### src/common/dio_port_pkg.sv
`default_nettype none
package dio_port_pkg;
  // register byte offsets
  localparam logic [7:0] OFF_CTRL     = 8'h00;
  localparam logic [7:0] OFF_GPO      = 8'h04;
  localparam logic [7:0] OFF_STATUS   = 8'h08;
  localparam logic [7:0] OFF_IRQ_STAT = 8'h0C;
  localparam logic [7:0] OFF_IRQ_MASK = 8'h10;
  localparam logic [7:0] OFF_CMD      = 8'h14;
  localparam logic [7:0] OFF_INPUTS   = 8'h18;
  // reset values
  localparam logic [7:0] FILT_MS_RST  = 8'h09;
  localparam logic [4:0] GPO_RST      = 5'h00;
  localparam logic [5:0] IRQ_MASK_RST = 6'h00;
  // command bits
  localparam int CMD_OK    = 0;
  localparam int CMD_FAIL  = 1;
  localparam int CMD_CLEAR = 2;
  // event bits
  localparam int EV_START = 0;
  localparam int EV_STEP  = 1;
  localparam int EV_KEY1  = 2;
  localparam int EV_KEY2  = 3;
  localparam int EV_CLEAR = 4;
  localparam int EV_DONE  = 5;
  localparam int EV_W     = 6;
  // status fields
  localparam int ST_RUN_BIT  = 0;
  localparam int ST_PASS_BIT = 1;
  localparam int ST_FAIL_BIT = 2;
  localparam int ST_STEP_BIT = 3;
  localparam int ST_SRC_LSB  = 4;
  localparam int ST_CODE_LSB = 8;
  // inputs register fields
  localparam int IN_SEL_LSB  = 8;
  localparam int IN_STEP_BIT = 16;
  localparam int IN_START_BIT = 17;
  localparam int IN_CLR_BIT  = 18;
  localparam int IN_PIN_LSB  = 19;
  // run sources
  localparam logic [1:0] SRC_START = 2'h0;
  localparam logic [1:0] SRC_STEP  = 2'h1;
  localparam logic [1:0] SRC_KEY1  = 2'h2;
  localparam logic [1:0] SRC_KEY2  = 2'h3;
  localparam logic [7:0] NO_SCRIPT = 8'h00;
  // axi responses
  localparam logic [1:0] RESP_OKAY   = 2'h0;
  localparam logic [1:0] RESP_SLVERR = 2'h2;
  // timing
  localparam int CLK_PERIOD_NS    = 8;
  localparam int MS_NS            = 1000000;
  localparam int MS_CYCLES        = MS_NS / CLK_PERIOD_NS;
  localparam int KEY_MIN_WIDTH_MS = 30;
  localparam int KEY_MAX_WIDTH_MS = 200;
  localparam int KEY_MIN_GAP_MS   = 30;
  typedef enum logic [2:0] {
    ST_IDLE = 3'b001,
    ST_BUSY = 3'b010,
    ST_DONE = 3'b100
  } run_state_e;
endpackage
`default_nettype wire

### src/hdl/dio_filter.sv
`timescale 1ns/1ns
`default_nettype none
module dio_filter (
  input  wire logic       aclk,
  input  wire logic       aresetn,
  input  wire logic       ms_tick,
  input  wire logic [8:0] limit_ms,
  input  wire logic       raw,
  output logic            filt_ff
);
  logic [8:0] cnt_ff;
  logic [8:0] nxt_cnt;
  logic       nxt_filt;

  // level must stand limit_ms ticks before it is taken
  always_comb begin
    nxt_cnt  = cnt_ff;
    nxt_filt = filt_ff;
    if (raw == filt_ff) begin
      nxt_cnt = 9'h000;
    end else if (ms_tick) begin
      if (cnt_ff + 9'h001 >= limit_ms) begin
        nxt_filt = raw;
        nxt_cnt  = 9'h000;
      end else begin
        nxt_cnt = cnt_ff + 9'h001;
      end
    end
  end

  always_ff @(posedge aclk) begin
    if (!aresetn) begin
      cnt_ff  <= 9'h000;
      filt_ff <= 1'b0;
    end else begin
      cnt_ff  <= nxt_cnt;
      filt_ff <= nxt_filt;
    end
  end
endmodule
`default_nettype wire

### src/hdl/dio_control_port.sv
// What this block does
// - success pin pulled low after normal end
// - failure pin pulled low after abnormal end
// - running pin pulled low while run active
// - eight select inputs form script code
// - codes 1 to 255 name scripts
// - start edge latches code, loads script
// - step edge requests one-step execution
// - clear input resets run state, status
// - select, general, start and step inputs filtered by 1 to 256 ms
// - five general outputs set by software
// - five filtered general inputs readable
// - accepted aux key runs its sequence
`timescale 1ns/1ns
`default_nettype none
module dio_control_port #(
  parameter int unsigned MS_CYCLES = dio_port_pkg::MS_CYCLES
) (
  input  wire logic       aclk,
  input  wire logic       aresetn,
  input  wire logic [7:0] s_axi_awaddr,
  input  wire logic       s_axi_awvalid,
  output logic            s_axi_awready,
  input  wire logic [31:0] s_axi_wdata,
  input  wire logic [3:0] s_axi_wstrb,
  input  wire logic       s_axi_wvalid,
  output logic            s_axi_wready,
  output logic [1:0]      s_axi_bresp,
  output logic            s_axi_bvalid,
  input  wire logic       s_axi_bready,
  input  wire logic [7:0] s_axi_araddr,
  input  wire logic       s_axi_arvalid,
  output logic            s_axi_arready,
  output logic [31:0]     s_axi_rdata,
  output logic [1:0]      s_axi_rresp,
  output logic            s_axi_rvalid,
  input  wire logic       s_axi_rready,
  input  wire logic [7:0] script_select_in,
  input  wire logic [4:0] general_input,
  input  wire logic       step_input,
  input  wire logic       start_input,
  input  wire logic       user_clear_input,
  input  wire logic       aux_key_one_input,
  input  wire logic       aux_key_two_input,
  output logic [4:0]      general_output,
  input  wire logic       success_pin_in,
  output logic            success_pin_out,
  output logic            success_pin_oe_n,
  input  wire logic       failure_pin_in,
  output logic            failure_pin_out,
  output logic            failure_pin_oe_n,
  input  wire logic       running_pin_in,
  output logic            running_pin_out,
  output logic            running_pin_oe_n,
  output logic            irq
);
  localparam int DIV_W = $clog2(MS_CYCLES);
  localparam int FN = 15;

  if (MS_CYCLES < 2) begin : g_chk
    $error("MS_CYCLES must be at least 2");
  end

  // millisecond enable
  logic [DIV_W-1:0] div_ff, nxt_div;
  logic             ms_tick;
  assign ms_tick = (div_ff == DIV_W'(MS_CYCLES - 1));
  always_comb nxt_div = ms_tick ? '0 : div_ff + DIV_W'(1);
  always_ff @(posedge aclk) begin
    if (!aresetn) div_ff <= '0;
    else          div_ff <= nxt_div;
  end

  // input filters, one per filtered line
  logic [7:0]    filt_ms_ff;
  logic [FN-1:0] raw_in, filt;
  logic [8:0]    limit_ms;
  assign raw_in   = {start_input, step_input, general_input, script_select_in};
  assign limit_ms = {1'b0, filt_ms_ff} + 9'h001;
  for (genvar i = 0; i < FN; i++) begin : g_filt
    dio_filter u_filt (
      .aclk     (aclk),
      .aresetn  (aresetn),
      .ms_tick  (ms_tick),
      .limit_ms (limit_ms),
      .raw      (raw_in[i]),
      .filt_ff  (filt[i])
    );
  end
  logic [7:0] sel_f;
  logic [4:0] gpi_f;
  assign sel_f = filt[7:0];
  assign gpi_f = filt[12:8];

  // edge detection on filtered start, step and raw clear
  logic start_prev_ff, step_prev_ff, clr_prev_ff;
  logic start_rise, step_rise, clr_rise;
  assign start_rise = filt[14] & ~start_prev_ff;
  assign step_rise  = filt[13] & ~step_prev_ff;
  assign clr_rise   = user_clear_input & ~clr_prev_ff;
  always_ff @(posedge aclk) begin
    if (!aresetn) begin
      start_prev_ff <= 1'b0;
      step_prev_ff  <= 1'b0;
      clr_prev_ff   <= 1'b0;
    end else begin
      start_prev_ff <= filt[14];
      step_prev_ff  <= filt[13];
      clr_prev_ff   <= user_clear_input;
    end
  end

  // aux key pulse checkers, key pressed while low
  logic [1:0] key_raw, key_acc;
  assign key_raw = {aux_key_two_input, aux_key_one_input};
  for (genvar k = 0; k < 2; k++) begin : g_key
    logic [7:0] low_ff, nxt_low;
    logic [4:0] gap_ff, nxt_gap;
    logic       prev_ff, gok_ff, nxt_gok, acc;
    // one driver per accept bit
    assign key_acc[k] = acc;
    always_comb begin
      nxt_low = low_ff;
      nxt_gap = gap_ff;
      nxt_gok = gok_ff;
      acc     = 1'b0;
      if (ms_tick && !key_raw[k] && low_ff != 8'hFF) nxt_low = low_ff + 8'h01;
      if (ms_tick && key_raw[k] && gap_ff != 5'h1F) nxt_gap = gap_ff + 5'h01;
      if (!key_raw[k] && prev_ff) begin
        nxt_low = 8'h00;
        nxt_gok = (gap_ff >= 5'(dio_port_pkg::KEY_MIN_GAP_MS));
      end
      if (key_raw[k] && !prev_ff) begin
        nxt_gap = 5'h00;
        acc = gok_ff && low_ff >= 8'(dio_port_pkg::KEY_MIN_WIDTH_MS)
                     && low_ff <= 8'(dio_port_pkg::KEY_MAX_WIDTH_MS);
      end
    end
    always_ff @(posedge aclk) begin
      if (!aresetn) begin
        low_ff  <= 8'h00;
        gap_ff  <= 5'h1F;
        gok_ff  <= 1'b1;
        prev_ff <= 1'b1;
      end else begin
        low_ff  <= nxt_low;
        gap_ff  <= nxt_gap;
        gok_ff  <= nxt_gok;
        prev_ff <= key_raw[k];
      end
    end
    property p_key_width;
      @(posedge aclk) disable iff (!aresetn)
      acc |-> low_ff >= 8'(dio_port_pkg::KEY_MIN_WIDTH_MS)
        && low_ff <= 8'(dio_port_pkg::KEY_MAX_WIDTH_MS) && gok_ff;
    endproperty
    a_key_width: assert property (p_key_width) else $error("key pulse out of limits");
  end

  // axi write and read channels
  logic        awr_ff, wr_ff, bvalid_ff, arr_ff, rvalid_ff;
  logic        aw_hold_ff, w_hold_ff;
  logic [7:0]  waddr_ff;
  logic [31:0] wdata_ff, rdata_ff, rd_word;
  logic [3:0]  wstrb_ff;
  logic [1:0]  bresp_ff, rresp_ff;
  logic        nxt_aw_hold, nxt_w_hold, nxt_bvalid, nxt_rvalid;
  logic [7:0]  nxt_waddr;
  logic [31:0] nxt_wdata, nxt_rdata;
  logic [3:0]  nxt_wstrb;
  logic [1:0]  nxt_bresp, nxt_rresp;
  logic        do_wr, wr_hit, rd_hit;
  logic [7:0]  ctrl_q, gpo_q, st_q;
  always_comb begin
    nxt_aw_hold = aw_hold_ff;
    nxt_w_hold  = w_hold_ff;
    nxt_waddr   = waddr_ff;
    nxt_wdata   = wdata_ff;
    nxt_wstrb   = wstrb_ff;
    nxt_bvalid  = bvalid_ff;
    nxt_bresp   = bresp_ff;
    nxt_rvalid  = rvalid_ff;
    nxt_rdata   = rdata_ff;
    nxt_rresp   = rresp_ff;
    if (s_axi_awvalid && awr_ff) begin
      nxt_aw_hold = 1'b1;
      nxt_waddr   = s_axi_awaddr;
    end
    if (s_axi_wvalid && wr_ff) begin
      nxt_w_hold = 1'b1;
      nxt_wdata  = s_axi_wdata;
      nxt_wstrb  = s_axi_wstrb;
    end
    do_wr  = aw_hold_ff && w_hold_ff && !bvalid_ff;
    wr_hit = waddr_ff inside {dio_port_pkg::OFF_CTRL, dio_port_pkg::OFF_GPO,
             dio_port_pkg::OFF_STATUS, dio_port_pkg::OFF_IRQ_STAT,
             dio_port_pkg::OFF_IRQ_MASK, dio_port_pkg::OFF_CMD, dio_port_pkg::OFF_INPUTS};
    rd_hit = s_axi_araddr inside {dio_port_pkg::OFF_CTRL, dio_port_pkg::OFF_GPO,
             dio_port_pkg::OFF_STATUS, dio_port_pkg::OFF_IRQ_STAT,
             dio_port_pkg::OFF_IRQ_MASK, dio_port_pkg::OFF_CMD, dio_port_pkg::OFF_INPUTS};
    if (do_wr) begin
      nxt_aw_hold = 1'b0;
      nxt_w_hold  = 1'b0;
      nxt_bvalid  = 1'b1;
      nxt_bresp   = wr_hit ? dio_port_pkg::RESP_OKAY : dio_port_pkg::RESP_SLVERR;
    end else if (bvalid_ff && s_axi_bready) begin
      nxt_bvalid = 1'b0;
    end
    if (s_axi_arvalid && arr_ff) begin
      nxt_rvalid = 1'b1;
      nxt_rdata  = rd_hit ? rd_word : 32'h0000_0000;
      nxt_rresp  = rd_hit ? dio_port_pkg::RESP_OKAY : dio_port_pkg::RESP_SLVERR;
    end else if (rvalid_ff && s_axi_rready) begin
      nxt_rvalid = 1'b0;
    end
  end
  always_ff @(posedge aclk) begin
    if (!aresetn) begin
      aw_hold_ff <= 1'b0;
      w_hold_ff  <= 1'b0;
      awr_ff     <= 1'b0;
      wr_ff      <= 1'b0;
      arr_ff     <= 1'b0;
      waddr_ff   <= 8'h00;
      wdata_ff   <= 32'h0000_0000;
      wstrb_ff   <= 4'h0;
      bvalid_ff  <= 1'b0;
      bresp_ff   <= 2'h0;
      rvalid_ff  <= 1'b0;
      rdata_ff   <= 32'h0000_0000;
      rresp_ff   <= 2'h0;
    end else begin
      aw_hold_ff <= nxt_aw_hold;
      w_hold_ff  <= nxt_w_hold;
      awr_ff     <= !nxt_aw_hold && !nxt_bvalid;
      wr_ff      <= !nxt_w_hold && !nxt_bvalid;
      arr_ff     <= !nxt_rvalid;
      waddr_ff   <= nxt_waddr;
      wdata_ff   <= nxt_wdata;
      wstrb_ff   <= nxt_wstrb;
      bvalid_ff  <= nxt_bvalid;
      bresp_ff   <= nxt_bresp;
      rvalid_ff  <= nxt_rvalid;
      rdata_ff   <= nxt_rdata;
      rresp_ff   <= nxt_rresp;
    end
  end

  // register file, run state and interrupt
  dio_port_pkg::run_state_e state_ff, nxt_state;
  logic [4:0]  gpo_ff, nxt_gpo;
  logic [7:0]  nxt_filt_ms, code_ff, nxt_code;
  logic [5:0]  ist_ff, nxt_ist, imask_ff, nxt_imask, ev;
  logic [1:0]  src_ff, nxt_src;
  logic        pass_ff, fail_ff, stepm_ff, nxt_pass, nxt_fail, nxt_stepm;
  logic        cmd_ok, cmd_fail, clear_req, trig, pin_low_ff;
  logic        irq_ff, s_oen_ff, f_oen_ff, r_oen_ff;
  always_comb begin
    ctrl_q = filt_ms_ff;
    gpo_q  = {3'h0, gpo_ff};
    st_q   = {2'h0, src_ff, stepm_ff, fail_ff, pass_ff, state_ff == dio_port_pkg::ST_BUSY};
    unique case (s_axi_araddr)
      dio_port_pkg::OFF_CTRL:     rd_word = {24'h00_0000, ctrl_q};
      dio_port_pkg::OFF_GPO:      rd_word = {24'h00_0000, gpo_q};
      dio_port_pkg::OFF_STATUS:   rd_word = {16'h0000, code_ff, st_q};
      dio_port_pkg::OFF_IRQ_STAT: rd_word = {26'h000_0000, ist_ff};
      dio_port_pkg::OFF_IRQ_MASK: rd_word = {26'h000_0000, imask_ff};
      dio_port_pkg::OFF_INPUTS:   rd_word = {10'h000, running_pin_in, failure_pin_in,
                                  success_pin_in, user_clear_input, filt[14:13], sel_f,
                                  3'h0, gpi_f};
      default:                    rd_word = 32'h0000_0000;
    endcase
  end
  always_comb begin
    nxt_filt_ms = filt_ms_ff;
    nxt_gpo     = gpo_ff;
    nxt_imask   = imask_ff;
    nxt_state   = state_ff;
    nxt_code    = code_ff;
    nxt_src     = src_ff;
    nxt_pass    = pass_ff;
    nxt_fail    = fail_ff;
    nxt_stepm   = stepm_ff;
    ev          = 6'h00;
    cmd_ok      = 1'b0;
    cmd_fail    = 1'b0;
    clear_req   = clr_rise;
    if (do_wr && wstrb_ff[0]) begin
      unique case (waddr_ff)
        dio_port_pkg::OFF_CTRL:     nxt_filt_ms = wdata_ff[7:0];
        dio_port_pkg::OFF_GPO:      nxt_gpo = wdata_ff[4:0];
        dio_port_pkg::OFF_IRQ_MASK: nxt_imask = wdata_ff[5:0];
        dio_port_pkg::OFF_CMD: begin
          cmd_ok    = wdata_ff[dio_port_pkg::CMD_OK];
          cmd_fail  = wdata_ff[dio_port_pkg::CMD_FAIL];
          clear_req = clr_rise | wdata_ff[dio_port_pkg::CMD_CLEAR];
        end
        default: ;
      endcase
    end
    ev[dio_port_pkg::EV_START] = start_rise;
    ev[dio_port_pkg::EV_STEP]  = step_rise;
    ev[dio_port_pkg::EV_KEY1]  = key_acc[0];
    ev[dio_port_pkg::EV_KEY2]  = key_acc[1];
    ev[dio_port_pkg::EV_CLEAR] = clear_req;
    trig = start_rise | step_rise | key_acc[0] | key_acc[1];
    if (clear_req) begin
      nxt_state = dio_port_pkg::ST_IDLE;
      nxt_pass  = 1'b0;
      nxt_fail  = 1'b0;
      nxt_stepm = 1'b0;
    end else if (state_ff != dio_port_pkg::ST_BUSY) begin
      if (trig) begin
        nxt_code  = sel_f;
        nxt_pass  = 1'b0;
        nxt_fail  = 1'b0;
        nxt_stepm = step_rise & ~start_rise;
        if (start_rise)      nxt_src = dio_port_pkg::SRC_START;
        else if (step_rise)  nxt_src = dio_port_pkg::SRC_STEP;
        else if (key_acc[0]) nxt_src = dio_port_pkg::SRC_KEY1;
        else                 nxt_src = dio_port_pkg::SRC_KEY2;
        if (sel_f == dio_port_pkg::NO_SCRIPT) begin
          nxt_state = dio_port_pkg::ST_DONE;
          nxt_fail  = 1'b1;
          ev[dio_port_pkg::EV_DONE] = 1'b1;
        end else begin
          nxt_state = dio_port_pkg::ST_BUSY;
        end
      end
    end else if (cmd_ok || cmd_fail) begin
      nxt_state = dio_port_pkg::ST_DONE;
      nxt_pass  = cmd_ok & ~cmd_fail;
      nxt_fail  = cmd_fail;
      ev[dio_port_pkg::EV_DONE] = 1'b1;
    end
    // set wins over write-one clear
    nxt_ist = ist_ff;
    if (do_wr && wstrb_ff[0] && waddr_ff == dio_port_pkg::OFF_IRQ_STAT)
      nxt_ist = ist_ff & ~wdata_ff[5:0];
    nxt_ist = nxt_ist | ev;
  end
  always_ff @(posedge aclk) begin
    if (!aresetn) begin
      filt_ms_ff <= dio_port_pkg::FILT_MS_RST;
      gpo_ff     <= dio_port_pkg::GPO_RST;
      imask_ff   <= dio_port_pkg::IRQ_MASK_RST;
      ist_ff     <= 6'h00;
      state_ff   <= dio_port_pkg::ST_IDLE;
      code_ff    <= 8'h00;
      src_ff     <= 2'h0;
      pass_ff    <= 1'b0;
      fail_ff    <= 1'b0;
      stepm_ff   <= 1'b0;
      irq_ff     <= 1'b0;
      s_oen_ff   <= 1'b1;
      f_oen_ff   <= 1'b1;
      r_oen_ff   <= 1'b1;
      pin_low_ff <= 1'b0;
    end else begin
      filt_ms_ff <= nxt_filt_ms;
      gpo_ff     <= nxt_gpo;
      imask_ff   <= nxt_imask;
      ist_ff     <= nxt_ist;
      state_ff   <= nxt_state;
      code_ff    <= nxt_code;
      src_ff     <= nxt_src;
      pass_ff    <= nxt_pass;
      fail_ff    <= nxt_fail;
      stepm_ff   <= nxt_stepm;
      irq_ff     <= |(nxt_ist & nxt_imask);
      s_oen_ff   <= ~nxt_pass;
      f_oen_ff   <= ~nxt_fail;
      r_oen_ff   <= nxt_state != dio_port_pkg::ST_BUSY;
      pin_low_ff <= 1'b0;
    end
  end

  // port drive
  assign s_axi_awready    = awr_ff;
  assign s_axi_wready     = wr_ff;
  assign s_axi_bvalid     = bvalid_ff;
  assign s_axi_bresp      = bresp_ff;
  assign s_axi_arready    = arr_ff;
  assign s_axi_rvalid     = rvalid_ff;
  assign s_axi_rdata      = rdata_ff;
  assign s_axi_rresp      = rresp_ff;
  assign general_output   = gpo_ff;
  assign success_pin_out  = pin_low_ff;
  assign failure_pin_out  = pin_low_ff;
  assign running_pin_out  = pin_low_ff;
  assign success_pin_oe_n = s_oen_ff;
  assign failure_pin_oe_n = f_oen_ff;
  assign running_pin_oe_n = r_oen_ff;
  assign irq              = irq_ff;

  // checks
  property p_pass_drive;
    @(posedge aclk) disable iff (!aresetn)
    !success_pin_oe_n |-> state_ff == dio_port_pkg::ST_DONE && !fail_ff;
  endproperty
  a_pass_drive: assert property (p_pass_drive) else $error("success pin driven wrongly");
  property p_fail_drive;
    @(posedge aclk) disable iff (!aresetn)
    (state_ff == dio_port_pkg::ST_BUSY && cmd_fail && !clear_req) |=> !failure_pin_oe_n
      && success_pin_oe_n;
  endproperty
  a_fail_drive: assert property (p_fail_drive) else $error("failure pin not driven");
  property p_run_drive;
    @(posedge aclk) disable iff (!aresetn)
    (state_ff == dio_port_pkg::ST_BUSY) == !running_pin_oe_n;
  endproperty
  a_run_drive: assert property (p_run_drive) else $error("running pin off its state");
  property p_run_end;
    @(posedge aclk) disable iff (!aresetn)
    (state_ff == dio_port_pkg::ST_BUSY && (cmd_ok || cmd_fail)) |=> running_pin_oe_n;
  endproperty
  a_run_end: assert property (p_run_end) else $error("running pin held after end");
  property p_code_latch;
    @(posedge aclk) disable iff (!aresetn)
    (state_ff != dio_port_pkg::ST_BUSY && start_rise && !clear_req) |=> code_ff == $past(sel_f)
      && src_ff == dio_port_pkg::SRC_START;
  endproperty
  a_code_latch: assert property (p_code_latch) else $error("script code not latched");
  property p_zero_code;
    @(posedge aclk) disable iff (!aresetn)
    (state_ff != dio_port_pkg::ST_BUSY && trig && sel_f == 8'h00 && !clear_req) |=> fail_ff
      ##1 !failure_pin_oe_n;
  endproperty
  a_zero_code: assert property (p_zero_code) else $error("code zero did not fail");
  property p_step_event;
    @(posedge aclk) disable iff (!aresetn)
    step_rise |=> ist_ff[dio_port_pkg::EV_STEP];
  endproperty
  a_step_event: assert property (p_step_event) else $error("step edge not recorded");
  property p_clear;
    @(posedge aclk) disable iff (!aresetn)
    clr_rise |=> state_ff == dio_port_pkg::ST_IDLE && success_pin_oe_n && failure_pin_oe_n
      && running_pin_oe_n;
  endproperty
  a_clear: assert property (p_clear) else $error("clear did not reset run");
  property p_filter;
    @(posedge aclk) disable iff (!aresetn)
    $changed(filt) |-> $past(ms_tick);
  endproperty
  a_filter: assert property (p_filter) else $error("filtered input moved off tick");
  property p_gpo;
    @(posedge aclk) disable iff (!aresetn)
    (do_wr && wstrb_ff[0] && waddr_ff == dio_port_pkg::OFF_GPO) |=> general_output
      == $past(wdata_ff[4:0]);
  endproperty
  a_gpo: assert property (p_gpo) else $error("general output write lost");
  property p_key_run;
    @(posedge aclk) disable iff (!aresetn)
    (state_ff == dio_port_pkg::ST_IDLE && key_acc[0] && !start_rise && !step_rise
      && sel_f != 8'h00 && !clear_req) |=> ##1 !running_pin_oe_n;
  endproperty
  a_key_run: assert property (p_key_run) else $error("key did not start a run");
endmodule
`default_nettype wire

### config.mk
export PLATFORM = sky130hd
export DESIGN_NAME = dio_control_port
export DESIGN_NICKNAME = d
export VERILOG_FILES = /design/src/common/dio_port_pkg.sv /design/src/hdl/dio_filter.sv /design/src/hdl/dio_control_port.sv
export SDC_FILE = /design/constraint.sdc
export NUM_CORES = 1
export LEC_CHECK = 0
export ABC_AREA = 1
export BUFFER_PORTS_ARGS = -buffer_cell sky130_fd_sc_hd__buf_4
export CAP_MARGIN = 40
export CORE_ASPECT_RATIO = 0.9
export CORE_MARGIN = 2
export CORE_UTILIZATION = 55
export CTS_CLUSTER_SIZE = 25
export DETAILED_ROUTE_END_ITERATION = 8
export PLACE_DENSITY = 0.71
export SLEW_MARGIN = 40
export SYNTH_ARGS = -nofsm -noshare
export SYNTH_HDL_FRONTEND = slang
export SYNTH_SLANG_ARGS = --single-unit
### constraint.sdc
create_clock -name aclk -period 4.15 [get_ports aclk]
set_input_delay 0.6225 -clock aclk [delete_from_list [all_inputs] [get_ports aclk]]
set_output_delay 0.6225 -clock aclk [all_outputs]
set_load 0.005 [all_outputs]
==> results.sh <==
export IMPL_status="complete, no violations"
export IMPL_yosysSeqAreaShare=0.330
export IMPL_tns_ns=0
export IMPL_hold_class="in2reg"
export IMPL_wire_per_inst_um=14.4
export IMPL_cts_sinks=293
export IMPL_synth_simple_area_share=0.311
export IMPL_muxShareOfSynthArea=0
export IMPL_register_area_sq_um=5870
export IMPL_required_ns=4.60
export IMPL_startpoint_type="flip-flop"
export IMPL_vias=16900
export IMPL_slew_violations=0
export IMPL_end_kind="flip-flop"
export IMPL_ys_ff_latch=293
export IMPL_start_util=0.558
export IMPL_clk_latency_ns=0.53
export IMPL_synth_area_leaders="dfxtp_1, nand2_1, ha_1"
export IMPL_synth_fa_ha_area_frac=0.114
export IMPL_synthDominantCellAreaShare=0.330
export IMPL_tightest_slew_ns=0.745
export IMPL_coreArea_sq_um=31900
export IMPL_io_pins=133
export IMPL_period_minus_slack_ns=3.18
export IMPL_p_leak_uw=0.00928
export IMPL_synthFlopType="dfxtp_1"
export IMPL_fin_nets=2927
export IMPL_cts_resized=0
export IMPL_fmax_ghz=0.314
export IMPL_maxCapViolCount=0
export IMPL_syn_area_per_cell_sq_um=6.87
export IMPL_grt_pass1_vias=15700
export IMPL_grt_max_degree=94
export IMPL_synth_xor_xnor_area_share=0.0463
export IMPL_drc=0
export IMPL_drive_above_1_share=0.0915
export IMPL_synth_compound_gate_area_share=0.122
export IMPL_gr_total_overflow=0
export IMPL_cts_tree="done"
export IMPL_ys_async_sr_fraction=0
export IMPL_drt_total_wl_mm=45.1
export IMPL_clock_path_buffers=3
export IMPL_synth_edf_count=0
export IMPL_ir_drop_uv=266
export IMPL_place_hpwl_mm=31.3
export IMPL_fillers=2897
export IMPL_setup_viol=0
export IMPL_hold_viol=0
export IMPL_post_route_period_util=0.766
export IMPL_first_iter_violations=1015
export IMPL_num_antenna_cells=0
export IMPL_power_uw=6230
export IMPL_area_delta_synth_final_pct=13.3
export IMPL_rows=62
export IMPL_cts_setup_buffers=0
export IMPL_die_area_sq_um=33800
export IMPL_cts_hold_buf=0
export IMPL_rsz0062_at_grt="no"
export IMPL_holdWs_ns=0.307
export IMPL_netlist_area_sq_um=17800
export IMPL_synthDistinctLibCells=47
export IMPL_ys_warn_count=0
export IMPL_cts_htree_levels=2
export IMPL_vias_per_cell=5.40
export IMPL_criticalPathCategory="reg2reg"
export IMPL_grt_pass1_wl_mm=74.3
export IMPL_synth_top_family_by_area="simple AND/OR/NAND/NOR gates"
export IMPL_clkTransAtPathRegs_ns=0.06
export IMPL_skew_ns=0.0161
export IMPL_die_h_um=175
export IMPL_worstPathMaxFanout=15
export IMPL_ant_nets=0
export IMPL_dr_pass1_iters=6
export IMPL_place_gp_congestion=0.893
export IMPL_cts_root_buffer="clkbuf_16"
export IMPL_die_w_um=194
export IMPL_cp_arrival_ns=3.63
export IMPL_relSlewSlack=0.502
export IMPL_synthCells=2588
export IMPL_io_buffers=90
export IMPL_p_per_area_nw_per_um2=309
export IMPL_numCtsBuffers=34
export IMPL_multi_input_area_sq_um=10700
export IMPL_grtUsageTotal=0.262
export IMPL_yosysTopAreaCell="dfxtp_1"
export IMPL_antenna_found_initial=0
## power by group
part	switching (uW)	internal, uW	leakage (uW)
sequential	22.5	2840	0.00237
combinational	163	92.2	0.00634
clock	1240	1870	0.000576
total	1430	4800	0.00928
## cell type report
class / instances / area share
multi-input combinational: 1975 / 0.530
inverter: 261 / 0.0486
timing repair buffer: 120 / 0.0466
tap: 416 / 0.0258
clock inverter: 12 / 0.00683
clock buffer: 50 / 0.0512
sequential: 293 / 0.291
## worst paths after layout
path / cells past startpoint / from / to / slack, ns
worst max-delay path: 14 / ctrl_q[2]$_SDFFE_PN0P_ / g_filt[7].u_filt.cnt_ff[7]$_SDFFE_PP0P_ / 0.97
worst min-delay path: 3 / user_clear_input / clr_prev_ff$_SDFF_PN0_ / 0.31
worst max register to register: 14 / ctrl_q[2]$_SDFFE_PN0P_ / g_filt[7].u_filt.cnt_ff[7]$_SDFFE_PP0P_ / 0.97
worst min register to register: 1 / div_ff[0]$_SDFF_PP0_ / div_ff[0]$_SDFF_PP0_ / 0.45
## synthesized netlist by cell type (2+ instances only)
| cell | number |
|---|---|
| nand2_1 | 548 |
| nor2_1 | 449 |
| dfxtp_1 | 293 |
| a21oi_1 | 258 |
| inv_1 | 243 |
| ha_1 | 162 |
| nand3_1 | 108 |
| nand4_1 | 87 |
| xor2_1 | 79 |
| o21ai_0 | 66 |
| nor3_1 | 32 |
| nand3b_1 | 31 |
| clkbuf_1 | 28 |
| o21ai_1 | 22 |
| buf_2 | 18 |
| buf_4 | 18 |
| inv_2 | 16 |
| or2_2 | 16 |
| o21a_1 | 15 |
| xnor2_1 | 15 |
| o22ai_1 | 14 |
| a31o_2 | 11 |
| nand2_2 | 8 |
| buf_1 | 7 |
| nor2_2 | 5 |
| and3_1 | 3 |
| nor3_2 | 3 |
| nor3b_1 | 3 |
| o2111ai_1 | 3 |
| a211oi_1 | 2 |
| a31oi_1 | 2 |
| a41oi_1 | 2 |
| buf_6 | 2 |
| clkinv_1 | 2 |
| nand3_2 | 2 |
| o211ai_1 | 2 |
| o21bai_1 | 2 |
| o311ai_1 | 2 |
## metal layers
metal	GRT usage	wire length, um	vias to the layer above	share of wire
met4	0.0786	1130	0	0.025
met2	0.445	20500	413	0.45
met1	0.346	20800	7696	0.46
met3	0.0384	2670	86	0.059
met5	0	0	-	0
li1	-	-	8698	-
## cells in the final DEF (no fill, tap or decap), types with 15 or more instances in the layout
cell type / n
buf_4: 117
nor2_1: 449
dfxtp_1: 293
nand3_1: 108
or2_2: 16
clkbuf_16: 35
inv_1: 241
a21oi_1: 258
nand3b_1: 31
o21a_1: 15
ha_1: 162
o21ai_1: 22
nand4_1: 87
xor2_1: 74
o21ai_0: 66
conb_1: 15
inv_2: 18
nand2_1: 548
nor3_1: 32
## flip-flops by register name (all words and copies together), names as in the netlist, 2 cells and up
name / flops
code_ff: 8
ctrl_q: 8
div_ff: 17
g_filt.u_filt.cnt_ff: 135
g_filt.u_filt.filt_ff: 15
g_key.gap_ff: 10
g_key.gok_ff: 2
g_key.low_ff: 16
g_key.prev_ff: 2
general_output: 5
imask_ff: 6
ist_ff: 6
s_axi_rdata: 22
src_ff: 2
state_ff: 3
waddr_ff: 8
wdata_ff: 8
## through the flow
stage,util,instance area [sq um],worst slack (ns),cells
6_report,0.632,20100,0.969,3127
5_1_grt,0.632,20100,0.715,3127
4_1_cts,0.631,20100,0.995,3126
3_5_place_dp,0.594,19000,1.05,3064
3_3_place_gp,0.594,18900,1.06,3063
2_1_floorplan,-,17800,1.05,2602
## cell families (layout without fill, tap and decap cells)
kind of cell,Yosys count,after routing
flip-flops,293,293
XOR/XNOR,94,94
other,1,15
AND/OR/NAND/NOR,1299,1299
adder cells (fa/ha/maj),162,162
buffers and inverters,334,443
AO/OA/AOI/OAI,405,405
## worst max-delay path, stage by stage, from the launching register on
cell and delay, ns:
dfxtp_1 0.39, inv_1 0.10, nor3_1 0.33, nand3_1 0.21, nand3b_1 0.24, xor2_2 0.14
buf_4 0.33, ha_1 0.31, nand2_1 0.09, nor2_1 0.06, nand3b_1 0.07, nand4_1 0.26
nand2_1 0.20, nand4_1 0.20, a21oi_1 0.17
Note: power is estimated with default switching activity, not from simulation.
